[src/logic/rms_pkg.sv]
// Constants and types shared by the relay multiplexer sequencer.
package rms_pkg;

  localparam int CLK_HZ     = 10_000_000;
  localparam int US_PER_SEC = 1_000_000;

  // Relay delay step and settle pulse widths, in microseconds.
  localparam int STEP_US     = 100;
  localparam int PW_SHORT_US = 1;
  localparam int PW_DFLT_US  = 100;
  localparam int PW_LONG_US  = 1000;
  localparam int STEP_CYC     = STEP_US * (CLK_HZ / US_PER_SEC);
  localparam int PW_SHORT_CYC = PW_SHORT_US * (CLK_HZ / US_PER_SEC);
  localparam int PW_DFLT_CYC  = PW_DFLT_US * (CLK_HZ / US_PER_SEC);
  localparam int PW_LONG_CYC  = PW_LONG_US * (CLK_HZ / US_PER_SEC);

  // Count snapshot refresh period, in minutes.
  localparam longint REFRESH_MIN = 11;
  localparam longint REFRESH_CYC = REFRESH_MIN * 60 * longint'(CLK_HZ);

  // Register byte offsets.
  localparam logic [7:0] OFS_CMD      = 8'h00;
  localparam logic [7:0] OFS_CFG      = 8'h04;
  localparam logic [7:0] OFS_STATUS   = 8'h08;
  localparam logic [7:0] OFS_STATE_A  = 8'h0C;
  localparam logic [7:0] OFS_STATE_B  = 8'h10;
  localparam logic [7:0] OFS_STATE_D  = 8'h14;
  localparam logic [7:0] OFS_DIAG     = 8'h20;
  localparam logic [7:0] OFS_DIAG_END = 8'h34;
  localparam logic [7:0] OFS_CNT      = 8'h40;
  localparam logic [7:0] OFS_CNT_END  = 8'hB4;

  // Command word fields.
  localparam int CMD_CH_LSB   = 0;
  localparam int CMD_BANK_LSB = 4;
  localparam int CMD_MODE_LSB = 6;
  localparam int CMD_SIN_BIT  = 8;
  localparam int CMD_SOUT_BIT = 9;

  // Configuration word fields.
  localparam int CFG_ON_LSB    = 0;
  localparam int CFG_OFF_LSB   = 8;
  localparam int CFG_DBBM_BIT  = 16;
  localparam int CFG_GATE_BIT  = 17;
  localparam int CFG_EDGE_BIT  = 18;
  localparam int CFG_POL_BIT   = 19;
  localparam int CFG_OMODE_LSB = 24;
  localparam int CFG_PW_LSB    = 28;
  localparam logic [31:0] CFG_RESET = 32'h0001_0000;

  // Status word bit positions.
  localparam int ST_SYNC_BIT  = 0;
  localparam int ST_READY_BIT = 1;
  localparam int ST_WAIT_BIT  = 2;
  localparam int ST_BUSY_BIT  = 3;
  localparam int ST_OVR_BIT   = 16;
  localparam int ST_NEWD_BIT  = 17;

  localparam int          NUM_RELAYS = 30;
  localparam int          BANK_SIZE  = 13;
  localparam logic [3:0]  LAST_CH    = 4'hC;
  localparam logic [2:0]  DIAG_STAT  = 3'h4;
  localparam logic [2:0]  DIAG_TIME  = 3'h5;

  // Bank selection codes.
  localparam logic [1:0] BANK_NONE            = 2'h0;
  localparam logic [1:0] BANK_FIRST           = 2'h1;
  localparam logic [1:0] BANK_SECOND          = 2'h2;
  localparam logic [1:0] both_bank_select_code = 2'h3;

  // Meter modes.
  localparam logic [1:0] voltage_measure_mode = 2'h0;
  localparam logic [1:0] MODE_CURRENT         = 2'h1;
  localparam logic [1:0] MODE_RES2            = 2'h2;
  localparam logic [1:0] MODE_RES4            = 2'h3;

  // Settle output modes.
  localparam logic [2:0] OUT_LOW        = 3'h0;
  localparam logic [2:0] OUT_HIGH       = 3'h1;
  localparam logic [2:0] OUT_PULSE_HI   = 3'h2;
  localparam logic [2:0] OUT_PULSE_LO   = 3'h3;
  localparam logic [2:0] OUT_READY_HI   = 3'h4;
  localparam logic [2:0] OUT_READY_LO   = 3'h5;

  typedef enum logic [3:0] {
    RMS_IDLE  = 4'h1,
    RMS_GATE  = 4'h2,
    RMS_BREAK = 4'h4,
    RMS_MAKE  = 4'h8
  } rms_state_t;

endpackage : rms_pkg

[src/logic/rms_timer.sv]
// Down-counting delay timer that pulses done after the loaded number of cycles.
`timescale 1ns/1ps
module rms_timer (
  input  wire logic        clk,
  input  wire logic        rstn,
  input  wire logic        start,
  input  wire logic [19:0] load,
  output logic             running,
  output logic             done
);

  typedef struct packed {
    logic [19:0] cnt;
    logic        run;
    logic        done;
  } rms_tmr_t;

  rms_tmr_t r_ff;
  rms_tmr_t nxt_r;

  always_comb begin
    nxt_r      = r_ff;
    nxt_r.done = 1'b0;
    if (start) begin
      nxt_r.cnt = load;
      nxt_r.run = 1'b1;
    end else if (r_ff.run) begin
      if (r_ff.cnt <= 20'h0_0001) begin
        nxt_r.run  = 1'b0;
        nxt_r.done = 1'b1;
      end else begin
        nxt_r.cnt = r_ff.cnt - 20'h0_0001;
      end
    end
  end

  always_ff @(posedge clk or negedge rstn) begin
    if (!rstn) begin
      r_ff <= '0;
    end else begin
      r_ff <= nxt_r;
    end
  end

  assign running = r_ff.run;
  assign done    = r_ff.done;

endmodule : rms_timer

[src/logic/rms_sequencer.sv]
// Relay multiplexer sequencer with APB registers, break-before-make and counters.
//
// Notes on behaviour
// - Bank code 0 none, 1 first bank, 2 second bank, 3 both banks.
// - Break-before-make keeps at most one input channel on the meter.
// - Relay state reads as a bit per relay, 1 closed, 0 open.
// - Status bit 17 is set while unread converter data exists.
// - Status bit 16 flags a relay write arriving while busy.
// - Status bit 3 is high while the switching machine runs a command.
// - Status bit 2 is high while waiting for gating input or settling.
// - Status bit 1 is high once relays are settled and ready.
// - Status bit 0 mirrors the sampled gating input pin.
// - All other status bits are reserved and read as zero.
// - Energisation counts are kept and snapshots refresh every eleven minutes.
// - Thirty counters: first bank 0-12, second bank 0-12, routing 1-4.
// - Diagnostic channels 0-2 supplies, 3 temperature, 4 status, 5 timestamp.
// - Two-wire voltage on the second bank closes routing relays 1 and 2.
// - Each write in idle opens the bank relays, and routing relays if config bit 16 is set, waits the off-delay, then closes new ones.
// - Delays span 100 us to 25.6 ms in 100 us steps.
// - With gating enabled a write waits for the chosen edge or level.
// - Settle pulse width defaults to 100 us; 1 us or 1 ms selectable.
//
// Added by the designer: register access over APB and the register offsets.
`timescale 1ns/1ps
module rms_sequencer #(
  parameter logic [32:0] REFRESH_CYCLES = 33'(rms_pkg::REFRESH_CYC),
  parameter logic [19:0] PW_LONG_CYCLES = 20'(rms_pkg::PW_LONG_CYC)
) (
  input  wire logic        clk,
  input  wire logic        rstn,
  input  wire logic        psel,
  input  wire logic        penable,
  input  wire logic        pwrite,
  input  wire logic [7:0]  paddr,
  input  wire logic [31:0] pwdata,
  output logic [31:0]      prdata,
  output logic             pready,
  output logic             pslverr,
  input  wire logic        sync_in,
  output logic             sync_out,
  input  wire logic        conv_done,
  input  wire logic [1:0]  conv_chan,
  input  wire logic [15:0] conv_data,
  output logic [12:0]      relay_a,
  output logic [12:0]      relay_b,
  output logic [3:0]       relay_d
);

  typedef struct packed {
    rms_pkg::rms_state_t              st;
    logic [12:0]                      na;
    logic [12:0]                      nb;
    logic [3:0]                       nd;
    logic                             sout;
    logic [12:0]                      ra;
    logic [12:0]                      rb;
    logic [3:0]                       rd;
    logic                             ready;
    logic                             ovr;
    logic                             newd;
    logic [31:0]                      cfg;
    logic                             sin_q;
    logic                             sin_prev;
    logic [3:0][15:0]                 adc;
    logic [31:0]                      tstamp;
    logic [32:0]                      rfr;
    logic [rms_pkg::NUM_RELAYS-1:0][31:0] cnt;
    logic [rms_pkg::NUM_RELAYS-1:0][31:0] snap;
    logic                             sync_out;
    logic [31:0]                      prdata;
    logic                             pready;
    logic                             pslverr;
  } rms_regs_t;

  rms_regs_t r_ff;
  rms_regs_t nxt_r;

  logic                             t_start;
  logic [19:0]                      t_load;
  logic                             t_done;
  logic                             p_start;
  logic [19:0]                      p_load;
  logic                             p_run;
  logic [rms_pkg::NUM_RELAYS-1:0]   closed_now;
  logic [rms_pkg::NUM_RELAYS-1:0]   closed_nxt;
  logic [rms_pkg::NUM_RELAYS-1:0][31:0] cnt_inc;

  rms_timer u_delay (
    .clk     (clk),
    .rstn    (rstn),
    .start   (t_start),
    .load    (t_load),
    .running (),
    .done    (t_done)
  );

  rms_timer u_pulse (
    .clk     (clk),
    .rstn    (rstn),
    .start   (p_start),
    .load    (p_load),
    .running (p_run),
    .done    ()
  );

  // Counter order: first bank 0-12, second bank 0-12, routing relays 1-4.
  assign closed_now = {r_ff.rd, r_ff.rb, r_ff.ra};
  assign closed_nxt = {nxt_r.rd, nxt_r.rb, nxt_r.ra};

  genvar gi;
  generate
    for (gi = 0; gi < rms_pkg::NUM_RELAYS; gi++) begin : g_cnt
      assign cnt_inc[gi] = r_ff.cnt[gi] + {31'h0, closed_nxt[gi] & ~closed_now[gi]};
    end
  endgenerate

  // Delays are programmed as steps minus one, so 0 gives 100 us and 255 gives 25.6 ms.
  function automatic logic [19:0] rms_delay(input logic [7:0] steps);
    rms_delay = 20'((32'(steps) + 32'd1) * 32'(rms_pkg::STEP_CYC));
  endfunction : rms_delay

  logic        setup;
  logic        acc_wr;
  logic        acc_rd;
  logic        gate_hit;
  logic        edge_hit;
  logic        pol;
  logic [2:0]  omode;
  logic [2:0]  diag_idx;
  logic [5:0]  cnt_idx;
  logic [31:0] status;
  logic [3:0]  ch;
  logic [1:0]  bank;
  logic [1:0]  mode;
  logic        in_range;

  always_comb begin
    nxt_r    = r_ff;
    t_start  = 1'b0;
    t_load   = rms_delay(r_ff.cfg[rms_pkg::CFG_OFF_LSB +: 8]);
    p_start  = 1'b0;
    p_load   = 20'(rms_pkg::PW_DFLT_CYC);
    setup    = psel & ~penable;
    acc_wr   = psel & penable & r_ff.pready & pwrite;
    acc_rd   = psel & penable & r_ff.pready & ~pwrite;
    pol      = r_ff.cfg[rms_pkg::CFG_POL_BIT];
    omode    = r_ff.cfg[rms_pkg::CFG_OMODE_LSB +: 3];
    diag_idx = 3'((paddr - rms_pkg::OFS_DIAG) >> 2);
    cnt_idx  = 6'((paddr - rms_pkg::OFS_CNT) >> 2);
    ch       = pwdata[rms_pkg::CMD_CH_LSB +: 4];
    bank     = pwdata[rms_pkg::CMD_BANK_LSB +: 2];
    mode     = pwdata[rms_pkg::CMD_MODE_LSB +: 2];
    in_range = (ch <= rms_pkg::LAST_CH);

    // Pins are synchronous to clk, so one stage suffices for the mirror bit.
    nxt_r.sin_q    = sync_in;
    nxt_r.sin_prev = r_ff.sin_q;
    nxt_r.tstamp   = r_ff.tstamp + 32'h0000_0001;
    edge_hit = pol ? (r_ff.sin_q & ~r_ff.sin_prev) : (~r_ff.sin_q & r_ff.sin_prev);
    gate_hit = r_ff.cfg[rms_pkg::CFG_EDGE_BIT] ? edge_hit : (r_ff.sin_q == pol);

    status = '0;
    status[rms_pkg::ST_SYNC_BIT]  = r_ff.sin_q;
    status[rms_pkg::ST_READY_BIT] = r_ff.ready;
    status[rms_pkg::ST_WAIT_BIT]  = (r_ff.st == rms_pkg::RMS_GATE) || (r_ff.st == rms_pkg::RMS_MAKE);
    status[rms_pkg::ST_BUSY_BIT]  = (r_ff.st != rms_pkg::RMS_IDLE);
    status[rms_pkg::ST_OVR_BIT]   = r_ff.ovr;
    status[rms_pkg::ST_NEWD_BIT]  = r_ff.newd;

    // Read side effects come first so that a same-cycle event wins below.
    if (acc_rd) begin
      if (paddr == rms_pkg::OFS_STATUS) begin
        nxt_r.ovr = 1'b0;
      end else if (paddr >= rms_pkg::OFS_DIAG && paddr <= rms_pkg::OFS_DIAG_END && paddr[1:0] == 2'h0) begin
        nxt_r.newd = 1'b0;
        if (diag_idx == rms_pkg::DIAG_STAT) begin
          nxt_r.ovr = 1'b0;
        end
      end
    end

    if (conv_done) begin
      nxt_r.adc[conv_chan] = conv_data;
      nxt_r.newd           = 1'b1;
    end

    if (acc_wr && paddr == rms_pkg::OFS_CFG) begin
      nxt_r.cfg = pwdata;
    end

    case (r_ff.st)
      rms_pkg::RMS_IDLE: begin
        if (acc_wr && paddr == rms_pkg::OFS_CMD) begin
          nxt_r.na = '0;
          nxt_r.nb = '0;
          nxt_r.nd = '0;
          if (in_range && (bank == rms_pkg::BANK_FIRST || bank == rms_pkg::both_bank_select_code)) begin
            nxt_r.na[ch] = 1'b1;
          end
          if (in_range && (bank == rms_pkg::BANK_SECOND || bank == rms_pkg::both_bank_select_code)) begin
            nxt_r.nb[ch] = 1'b1;
          end
          if (bank != rms_pkg::BANK_NONE) begin
            if (mode == rms_pkg::MODE_CURRENT) begin
              nxt_r.nd = 4'h4;
            end else if (bank == rms_pkg::both_bank_select_code || mode == rms_pkg::MODE_RES4) begin
              nxt_r.nd = 4'hA;
            end else if (bank == rms_pkg::BANK_SECOND) begin
              nxt_r.nd = 4'h3;
            end else begin
              nxt_r.nd = 4'h2;
            end
          end
          nxt_r.sout  = pwdata[rms_pkg::CMD_SOUT_BIT];
          nxt_r.ready = 1'b0;
          if (r_ff.cfg[rms_pkg::CFG_GATE_BIT] | pwdata[rms_pkg::CMD_SIN_BIT]) begin
            nxt_r.st = rms_pkg::RMS_GATE;
          end else begin
            nxt_r.st = rms_pkg::RMS_BREAK;
            t_start  = 1'b1;
          end
        end
      end
      rms_pkg::RMS_GATE: begin
        if (gate_hit) begin
          nxt_r.st = rms_pkg::RMS_BREAK;
          t_start  = 1'b1;
        end
      end
      rms_pkg::RMS_BREAK: begin
        if (t_done) begin
          nxt_r.st = rms_pkg::RMS_MAKE;
          nxt_r.ra = r_ff.na;
          nxt_r.rb = r_ff.nb;
          nxt_r.rd = r_ff.nd;
          t_start  = 1'b1;
          t_load   = rms_delay(r_ff.cfg[rms_pkg::CFG_ON_LSB +: 8]);
        end
      end
      rms_pkg::RMS_MAKE: begin
        if (t_done) begin
          nxt_r.st    = rms_pkg::RMS_IDLE;
          nxt_r.ready = 1'b1;
          p_start     = r_ff.sout;
        end
      end
      default: begin
        nxt_r.st = rms_pkg::RMS_IDLE;
      end
    endcase

    // Bank relays open on the first break cycle; routing relays open too if DBBM is set or a gated command changes them.
    if (t_start && nxt_r.st == rms_pkg::RMS_BREAK) begin
      nxt_r.ra = '0;
      nxt_r.rb = '0;
      if (r_ff.cfg[rms_pkg::CFG_DBBM_BIT] || r_ff.nd != r_ff.rd) begin
        nxt_r.rd = '0;
      end
    end

    // A command write that lands while busy is dropped so the running sequence is not torn.
    if (acc_wr && paddr == rms_pkg::OFS_CMD && r_ff.st != rms_pkg::RMS_IDLE) begin
      nxt_r.ovr = 1'b1;
    end

    case (r_ff.cfg[rms_pkg::CFG_PW_LSB +: 2])
      2'h1:    p_load = 20'(rms_pkg::PW_SHORT_CYC);
      2'h2:    p_load = PW_LONG_CYCLES;
      default: p_load = 20'(rms_pkg::PW_DFLT_CYC);
    endcase

    // The pulse follows the timer's run flag alone, so its width is exactly the loaded count.
    case (omode)
      rms_pkg::OUT_HIGH:     nxt_r.sync_out = 1'b1;
      rms_pkg::OUT_PULSE_HI: nxt_r.sync_out = p_run;
      rms_pkg::OUT_PULSE_LO: nxt_r.sync_out = ~p_run;
      rms_pkg::OUT_READY_HI: nxt_r.sync_out = nxt_r.ready;
      rms_pkg::OUT_READY_LO: nxt_r.sync_out = ~nxt_r.ready;
      default:               nxt_r.sync_out = 1'b0;
    endcase

    nxt_r.cnt = cnt_inc;
    if (r_ff.rfr >= REFRESH_CYCLES - 33'h0_0000_0001) begin
      nxt_r.rfr  = '0;
      nxt_r.snap = cnt_inc;
    end else begin
      nxt_r.rfr = r_ff.rfr + 33'h0_0000_0001;
    end

    // The slave answers in the first access cycle: data is latched during setup.
    nxt_r.pready  = setup;
    nxt_r.pslverr = 1'b0;
    if (setup) begin
      nxt_r.prdata  = '0;
      if (paddr == rms_pkg::OFS_CMD) begin
        nxt_r.prdata = 32'({r_ff.sout, 9'h000});
      end else if (paddr == rms_pkg::OFS_CFG) begin
        nxt_r.prdata = r_ff.cfg;
      end else if (paddr == rms_pkg::OFS_STATUS) begin
        nxt_r.prdata = status;
      end else if (paddr == rms_pkg::OFS_STATE_A) begin
        nxt_r.prdata = 32'(r_ff.ra);
      end else if (paddr == rms_pkg::OFS_STATE_B) begin
        nxt_r.prdata = 32'(r_ff.rb);
      end else if (paddr == rms_pkg::OFS_STATE_D) begin
        nxt_r.prdata = 32'({r_ff.rd, 1'b0});
      end else if (paddr >= rms_pkg::OFS_DIAG && paddr <= rms_pkg::OFS_DIAG_END && paddr[1:0] == 2'h0) begin
        if (diag_idx == rms_pkg::DIAG_STAT) begin
          nxt_r.prdata = status;
        end else if (diag_idx == rms_pkg::DIAG_TIME) begin
          nxt_r.prdata = r_ff.tstamp;
        end else begin
          nxt_r.prdata = 32'(r_ff.adc[diag_idx[1:0]]);
        end
      end else if (paddr >= rms_pkg::OFS_CNT && paddr <= rms_pkg::OFS_CNT_END && paddr[1:0] == 2'h0) begin
        nxt_r.prdata = r_ff.snap[cnt_idx];
      end else begin
        nxt_r.pslverr = 1'b1;
      end
    end
  end

  always_ff @(posedge clk or negedge rstn) begin
    if (!rstn) begin
      r_ff     <= '0;
      r_ff.st  <= rms_pkg::RMS_IDLE;
      r_ff.cfg <= rms_pkg::CFG_RESET;
    end else begin
      r_ff <= nxt_r;
    end
  end

  assign prdata   = r_ff.prdata;
  assign pready   = r_ff.pready;
  assign pslverr  = r_ff.pslverr;
  assign sync_out = r_ff.sync_out;
  assign relay_a  = r_ff.ra;
  assign relay_b  = r_ff.rb;
  assign relay_d  = r_ff.rd;

endmodule : rms_sequencer

[config.mk]
export PLATFORM = sky130hd
export DESIGN_NAME = rms_sequencer
export DESIGN_NICKNAME = d
export VERILOG_FILES = /design/src/logic/rms_pkg.sv /design/src/logic/rms_timer.sv /design/src/logic/rms_sequencer.sv
export SDC_FILE = /design/constraint.sdc
export NUM_CORES = 2
export LEC_CHECK = 0
export BUFFER_PORTS_ARGS = -buffer_cell sky130_fd_sc_hd__buf_2
export CAP_MARGIN = 0
export CORE_MARGIN = 3
export CORE_UTILIZATION = 25
export DETAILED_ROUTE_END_ITERATION = 16
export GPL_TIMING_DRIVEN = 0
export SLEW_MARGIN = 20
export SYNTH_ARGS = -nofsm -noshare
export SYNTH_HDL_FRONTEND = slang
export SYNTH_HIERARCHICAL = 1
export SYNTH_SLANG_ARGS = --single-unit
[constraint.sdc]
create_clock -name clk -period 5.5 [get_ports clk]
set_input_delay 1.1 -clock clk [delete_from_list [all_inputs] [get_ports clk]]
set_output_delay 1.1 -clock clk [all_outputs]
set_load 0.05 [all_outputs]
# After elaboration in Yosys (flattened, before gate mapping)
# Index checks and enable logic that the tools add are counted.
[classes]
n_mul = 2
mux = 77
order_cmp = 14
bitwise = 74
n_reduce_logical = 32
n_eq_ne = 30
add_sub_neg = 38
[ops]
columns = ["cell", "n"]
rows = [
  ["32-bit by 1-bit adder with 32-bit output", 30],
  ["32-bit two-way mux", 11],
  ["32-bit binary-select mux with 5-bit select", 1],
  ["30-bit two-way mux", 3],
  ["64-bit bitwise mux", 1],
  ["22-bit two-way mux", 2],
  ["21-bit two-way mux", 2],
  ["20-bit by 1-bit <= comparator with 1-bit output, second input constant", 2],
  ["20-bit two-way mux", 2],
  ["20-bit by 1-bit subtractor with 20-bit output, second input constant", 2],
  ["19-bit two-way mux", 2],
  ["1-bit AND", 37],
  ["1-bit inverter", 36],
  ["35-bit two-way mux", 1],
  ["33-bit by 1-bit adder with 33-bit output, second input constant", 1],
  ["33-bit >= comparator, second input constant", 1],
  ["33-bit two-way mux", 1],
  ["32-bit by 1-bit adder with 32-bit output, second input constant", 1],
  ["16-bit binary-select mux with 2-bit select", 1],
  ["16-bit demux with 2-bit select", 1],
  ["9-bit by 7-bit multiplier with 16-bit output, second input constant", 2],
  ["16-bit two-way mux", 2],
  ["4-bit two-way mux", 7],
  ["14-bit case mux with 2 select lines", 1],
  ["other kinds (47)", 117],
]
[totals]
ff_bits = 2229
output_inout_bits = 65

# Depth between registers and ports, before layout
[logic_depth]
ltp_word = 12
mapped_depth = 21

# Cells and area by module
# The synthesis kept the hierarchy.
[by_module_without_submodules]
columns = ["module", "area_each_um2", "cells_each", "n_inst", "seq_area_each_um2"]
rows = [
  ["rms_sequencer", 100800.4, 7767, 1, 54705.0],
  ["rms_timer (u_pulse)", 1385.1, 153, 1, 550.5],
  ["rms_timer (u_delay)", 1321.3, 147, 1, 550.5],
]

# Worst setup path before layout
# No wires, ideal clock.
[synth_path]
kind = "register to register"
start = "reg r_ff[2086] (netlist bit)"
end = "reg u_delay/r_ff[20] (netlist bit)"
arrival_ps = 5255
required_time_ps = 5406
stages_incl_launch_ff = 20
setup_time_ps = 94
path_buffers = 1
synth_period_minus_slack_ps = 5349
slack_ps = 151
cell_sequence = "dfrtp_1 clkbuf_1 nand3_1 xnor2_1 inv_1 fa_1 fa_1 fa_1 fa_1 inv_1 ha_1 o21a_1 a2111oi_1 nor3_1 a2111oi_2 a21oi_1 xnor2_1 mux2i_1 nor2_1 a211oi_1"
[synth_via]
elab_chain_len = 5
[synth_rtl]
columns = ["item", "line_no", "source"]
rows = [
  ["from (decl)", "rms_sequencer.sv:75", "rms_regs_t r_ff;"],
  ["from (signal assigned)", "rms_sequencer.sv:329", "r_ff <= nxt_r;"],
  ["8-bit by 1-bit adder with 9-bit output", "rms_sequencer.sv:119", "rms_delay = 20'((32'(steps) + 32'd1) * 32'(rms_pkg::STEP_CYC));"],
  ["9-bit by 7-bit multiplier with 16-bit output", "rms_sequencer.sv:119", ""],
  ["19-bit two-way mux", "rms_sequencer.sv:231", "if (t_done) begin"],
  ["19-bit two-way mux", "rms_sequencer.sv:191", "case (r_ff.st)"],
  ["net t_load[18]", "rms_sequencer.sv:79", "logic [19:0] t_load;"],
  ["21-bit two-way mux", "rms_timer.sv:24", "if (start) begin"],
  ["to (signal assigned)", "rms_timer.sv:41", "r_ff <= nxt_r;"],
  ["to (decl)", "rms_timer.sv:18", "rms_tmr_t r_ff;"],
]
# The timed path passes the listed nets, and every way through them passes these cells.
# A chain may end at the register's enable or synchronous reset.

==> key figures <==
Outcome
  • Status: finished, final reports clean

Synth
  • Cells after Synth: 8065
  • Warnings from Yosys: 6
  • Mapped Avg Cell Area: 12.8 sq um
  • Cell Area, Synth: 103000 sq um

Power and ir drop
  • LEAKAGE: 55.5 nW
  • Worst vdd ir: 0.296 mV
  • Total power divided by cell area: 296 nW/um^2
  • Total power: 35.6 mW

STA
  • Clock skew: 0.0663 ns
  • Pin slew with the least headroom to its limit: 1.31 ns
  • Setup violations, final: 0
  • Final WS setup: 0.0131 ns
  • Unrepaired setup endpoints after global routing: true
  • Max Clk Rate: 182 MHz
  • Max_slew headroom: 0.124
  • Slew Viols, Final: 0
  • Final Critical Period: 5.49 ns
  • Hold Fails Final Rpt: 0
  • Period utilisation layout: 0.998

Floorplanning
  • Core area: 411000 sq um
  • Initial Utilization: 0.252
  • Die Span X: 649 um
  • Die H: 649 um
  • Io pins: 130
  • Row Count: 235
  • Die Area: 422000 sq um

Finish
  • Layout cells sized above 1: 0.262
  • Fin nets: 8727
  • Area Overhead vs Synth: 16.4%

Worst setup path
  • CP Class: reg -> reg
  • Worst R2R Path Depth: 13
  • Worst path required time: 6.28 ns
  • Reg2reg end: r_ff[672]
  • CP Capture Type: register
  • CP Data Arrival Time: 6.27 ns
  • CP startpoint: r_ff[2184]
  • Reg-to-reg startpoint: r_ff[2184]
  • R2r setup slk: 0.01 ns
  • Max Fanout on Critical Path: 10
  • Setup crit start kind: register

Route
  • Detailed-route DRC error count: 0
  • Via Count: 66.4k
  • Routed wire length: 324 mm
  • DRT antenna net count: 0
  • Drt pass-1 iters: 6
  • Wirelength per Cell: 22.9 um
  • Via/cell ratio: 4.69
  • Iteration-0 DRC Markers: 5719

Clocking
  • Htree depth: 4
  • Sink Count: 2229
  • Reg clk slew, reported paths: 0.07 ns
  • CTS tree: built
  • CTS Buf Count: 231
  • Root Driver: clkbuf_16
  • Clock Path Buffers: 3
  • Hold_buf cts: 0
  • Worst-skew pair later-pin latency: 0.91 ns

Job
  • Max Cap Viol: 0

GRT
  • GRT Residual Overflow: 0
  • Largest net degree at the start of global routing: 134
  • Antenna violations before repair: 61
  • Vias in the first global route: 66.6k
  • Total GRT Usage: 0.150
  • First-pass GRT wire length: 469 mm

Place
  • Worst slack, placed: -0.846 ns
  • GP Congestion: 0.984
  • Port bufs: 126
  • Post-DP HPWL: 247 mm

Worst hold path
  • Min-delay worst type: in -> async
worst max-delay path, cell delays in order (launching register included):
cell	delay, ns
dfrtp_1	0.46
nor2b_1	0.29
nand3_1	0.20
clkbuf_1	0.38
buf_1	0.43
nor3b_1	1.14
ha_1	0.35
nand3_1	0.16
nor2_1	0.47
nand3_1	0.45
nor2_1	0.40
nand4_1	0.16
xnor2_1	0.16
mux2_2	0.27
cells in the final DEF (no fill, tap or decap), types with 169 or more instances in the layout:
cell type,n
dfrtp_1,2219
mux2_2,1075
xnor2_1,686
nand2_1,630
nand3_1,407
nor2_1,394
xor2_1,327
mux4_2,263
clkbuf_16,232
buf_2,189
inv_1,175
nand4_1,170
and3_1,169
how the worst max path moves through the flow:
| stage | endpoint | slack, ns | cells after the start |
|---|---|---|---|
| 6_report | r_ff[672] | 0.01 | 13 |
| 5_1_grt | u_delay/r_ff[20] | -0.10 | 18 |
| 4_1_cts | u_delay/r_ff[20] | 0.004 | 19 |
| 3_5_place_dp | u_delay/r_ff[20] | -0.85 | 19 |
| 3_3_place_gp | r_ff[1338] | -48.23 | 1 |
| 2_1_floorplan | u_delay/r_ff[20] | 0.15 | 19 |
area by class of cell:
type                    instances  area (sq um)
flip-flops and latches       2229         55800
inverters                     180           683
clock buffers                 314          6640
well taps                    5451          6820
clock inverters               117          1800
multi-input cells            5311         44800
fillers                     41716        291000
repair buffers                162          1320
plain buffers                 357          2540
diodes                         25          62.6
power by group:
group          leakage, nW  internal, mW  switching (mW)  total (mW)
clock                 4.15          10.3            7.00        17.3
sequential            30.9          16.6           0.172        16.7
combinational         20.5         0.492            1.09        1.58
state kept, by name, indices dropped and copies added (netlist names), 3 cells and up:
signal / cells
u_delay/r_ff: 20
omode: 3
prdata: 32
r_ff: 2116
u_pulse/r_ff: 20
relay_a: 13
relay_d: 4
relay_b: 13
layer usage:
metal | vias to the layer above | GRT usage | wire [um]
met4 | 16 | 0.0761 | 18300
li1 | 29387 | - | -
met5 | - | 0 | 98
met1 | 34540 | 0.198 | 139000
met2 | 1879 | 0.236 | 146000
met3 | 546 | 0.0282 | 21400
stage by stage:
stage | cell area (sq um) | hold WS, ns | TNS (ns) | cells | utilization
finish | 120000 | 0.147 | 0 | 14146 | 0.293
global route | 120000 | 0.188 | -0.102 | 14129 | 0.293
CTS | 120000 | 0.149 | 0 | 14113 | 0.292
global placement | 111000 | 0.447 | - | 13655 | 0.270
detailed placement | 112000 | 0.447 | -3.87 | 13677 | 0.272
floorplan | 104000 | 0.432 | 0 | 8078 | -
timing repair:
item	4_1_cts	5_1_grt
endpoints found under the setup margin	8	14
buffers inserted	6	8
resized for setup	25	25
endpoints found under the hold margin	0	0
pin swaps	3	5
Note: power is estimated with default switching activity, not from simulation.
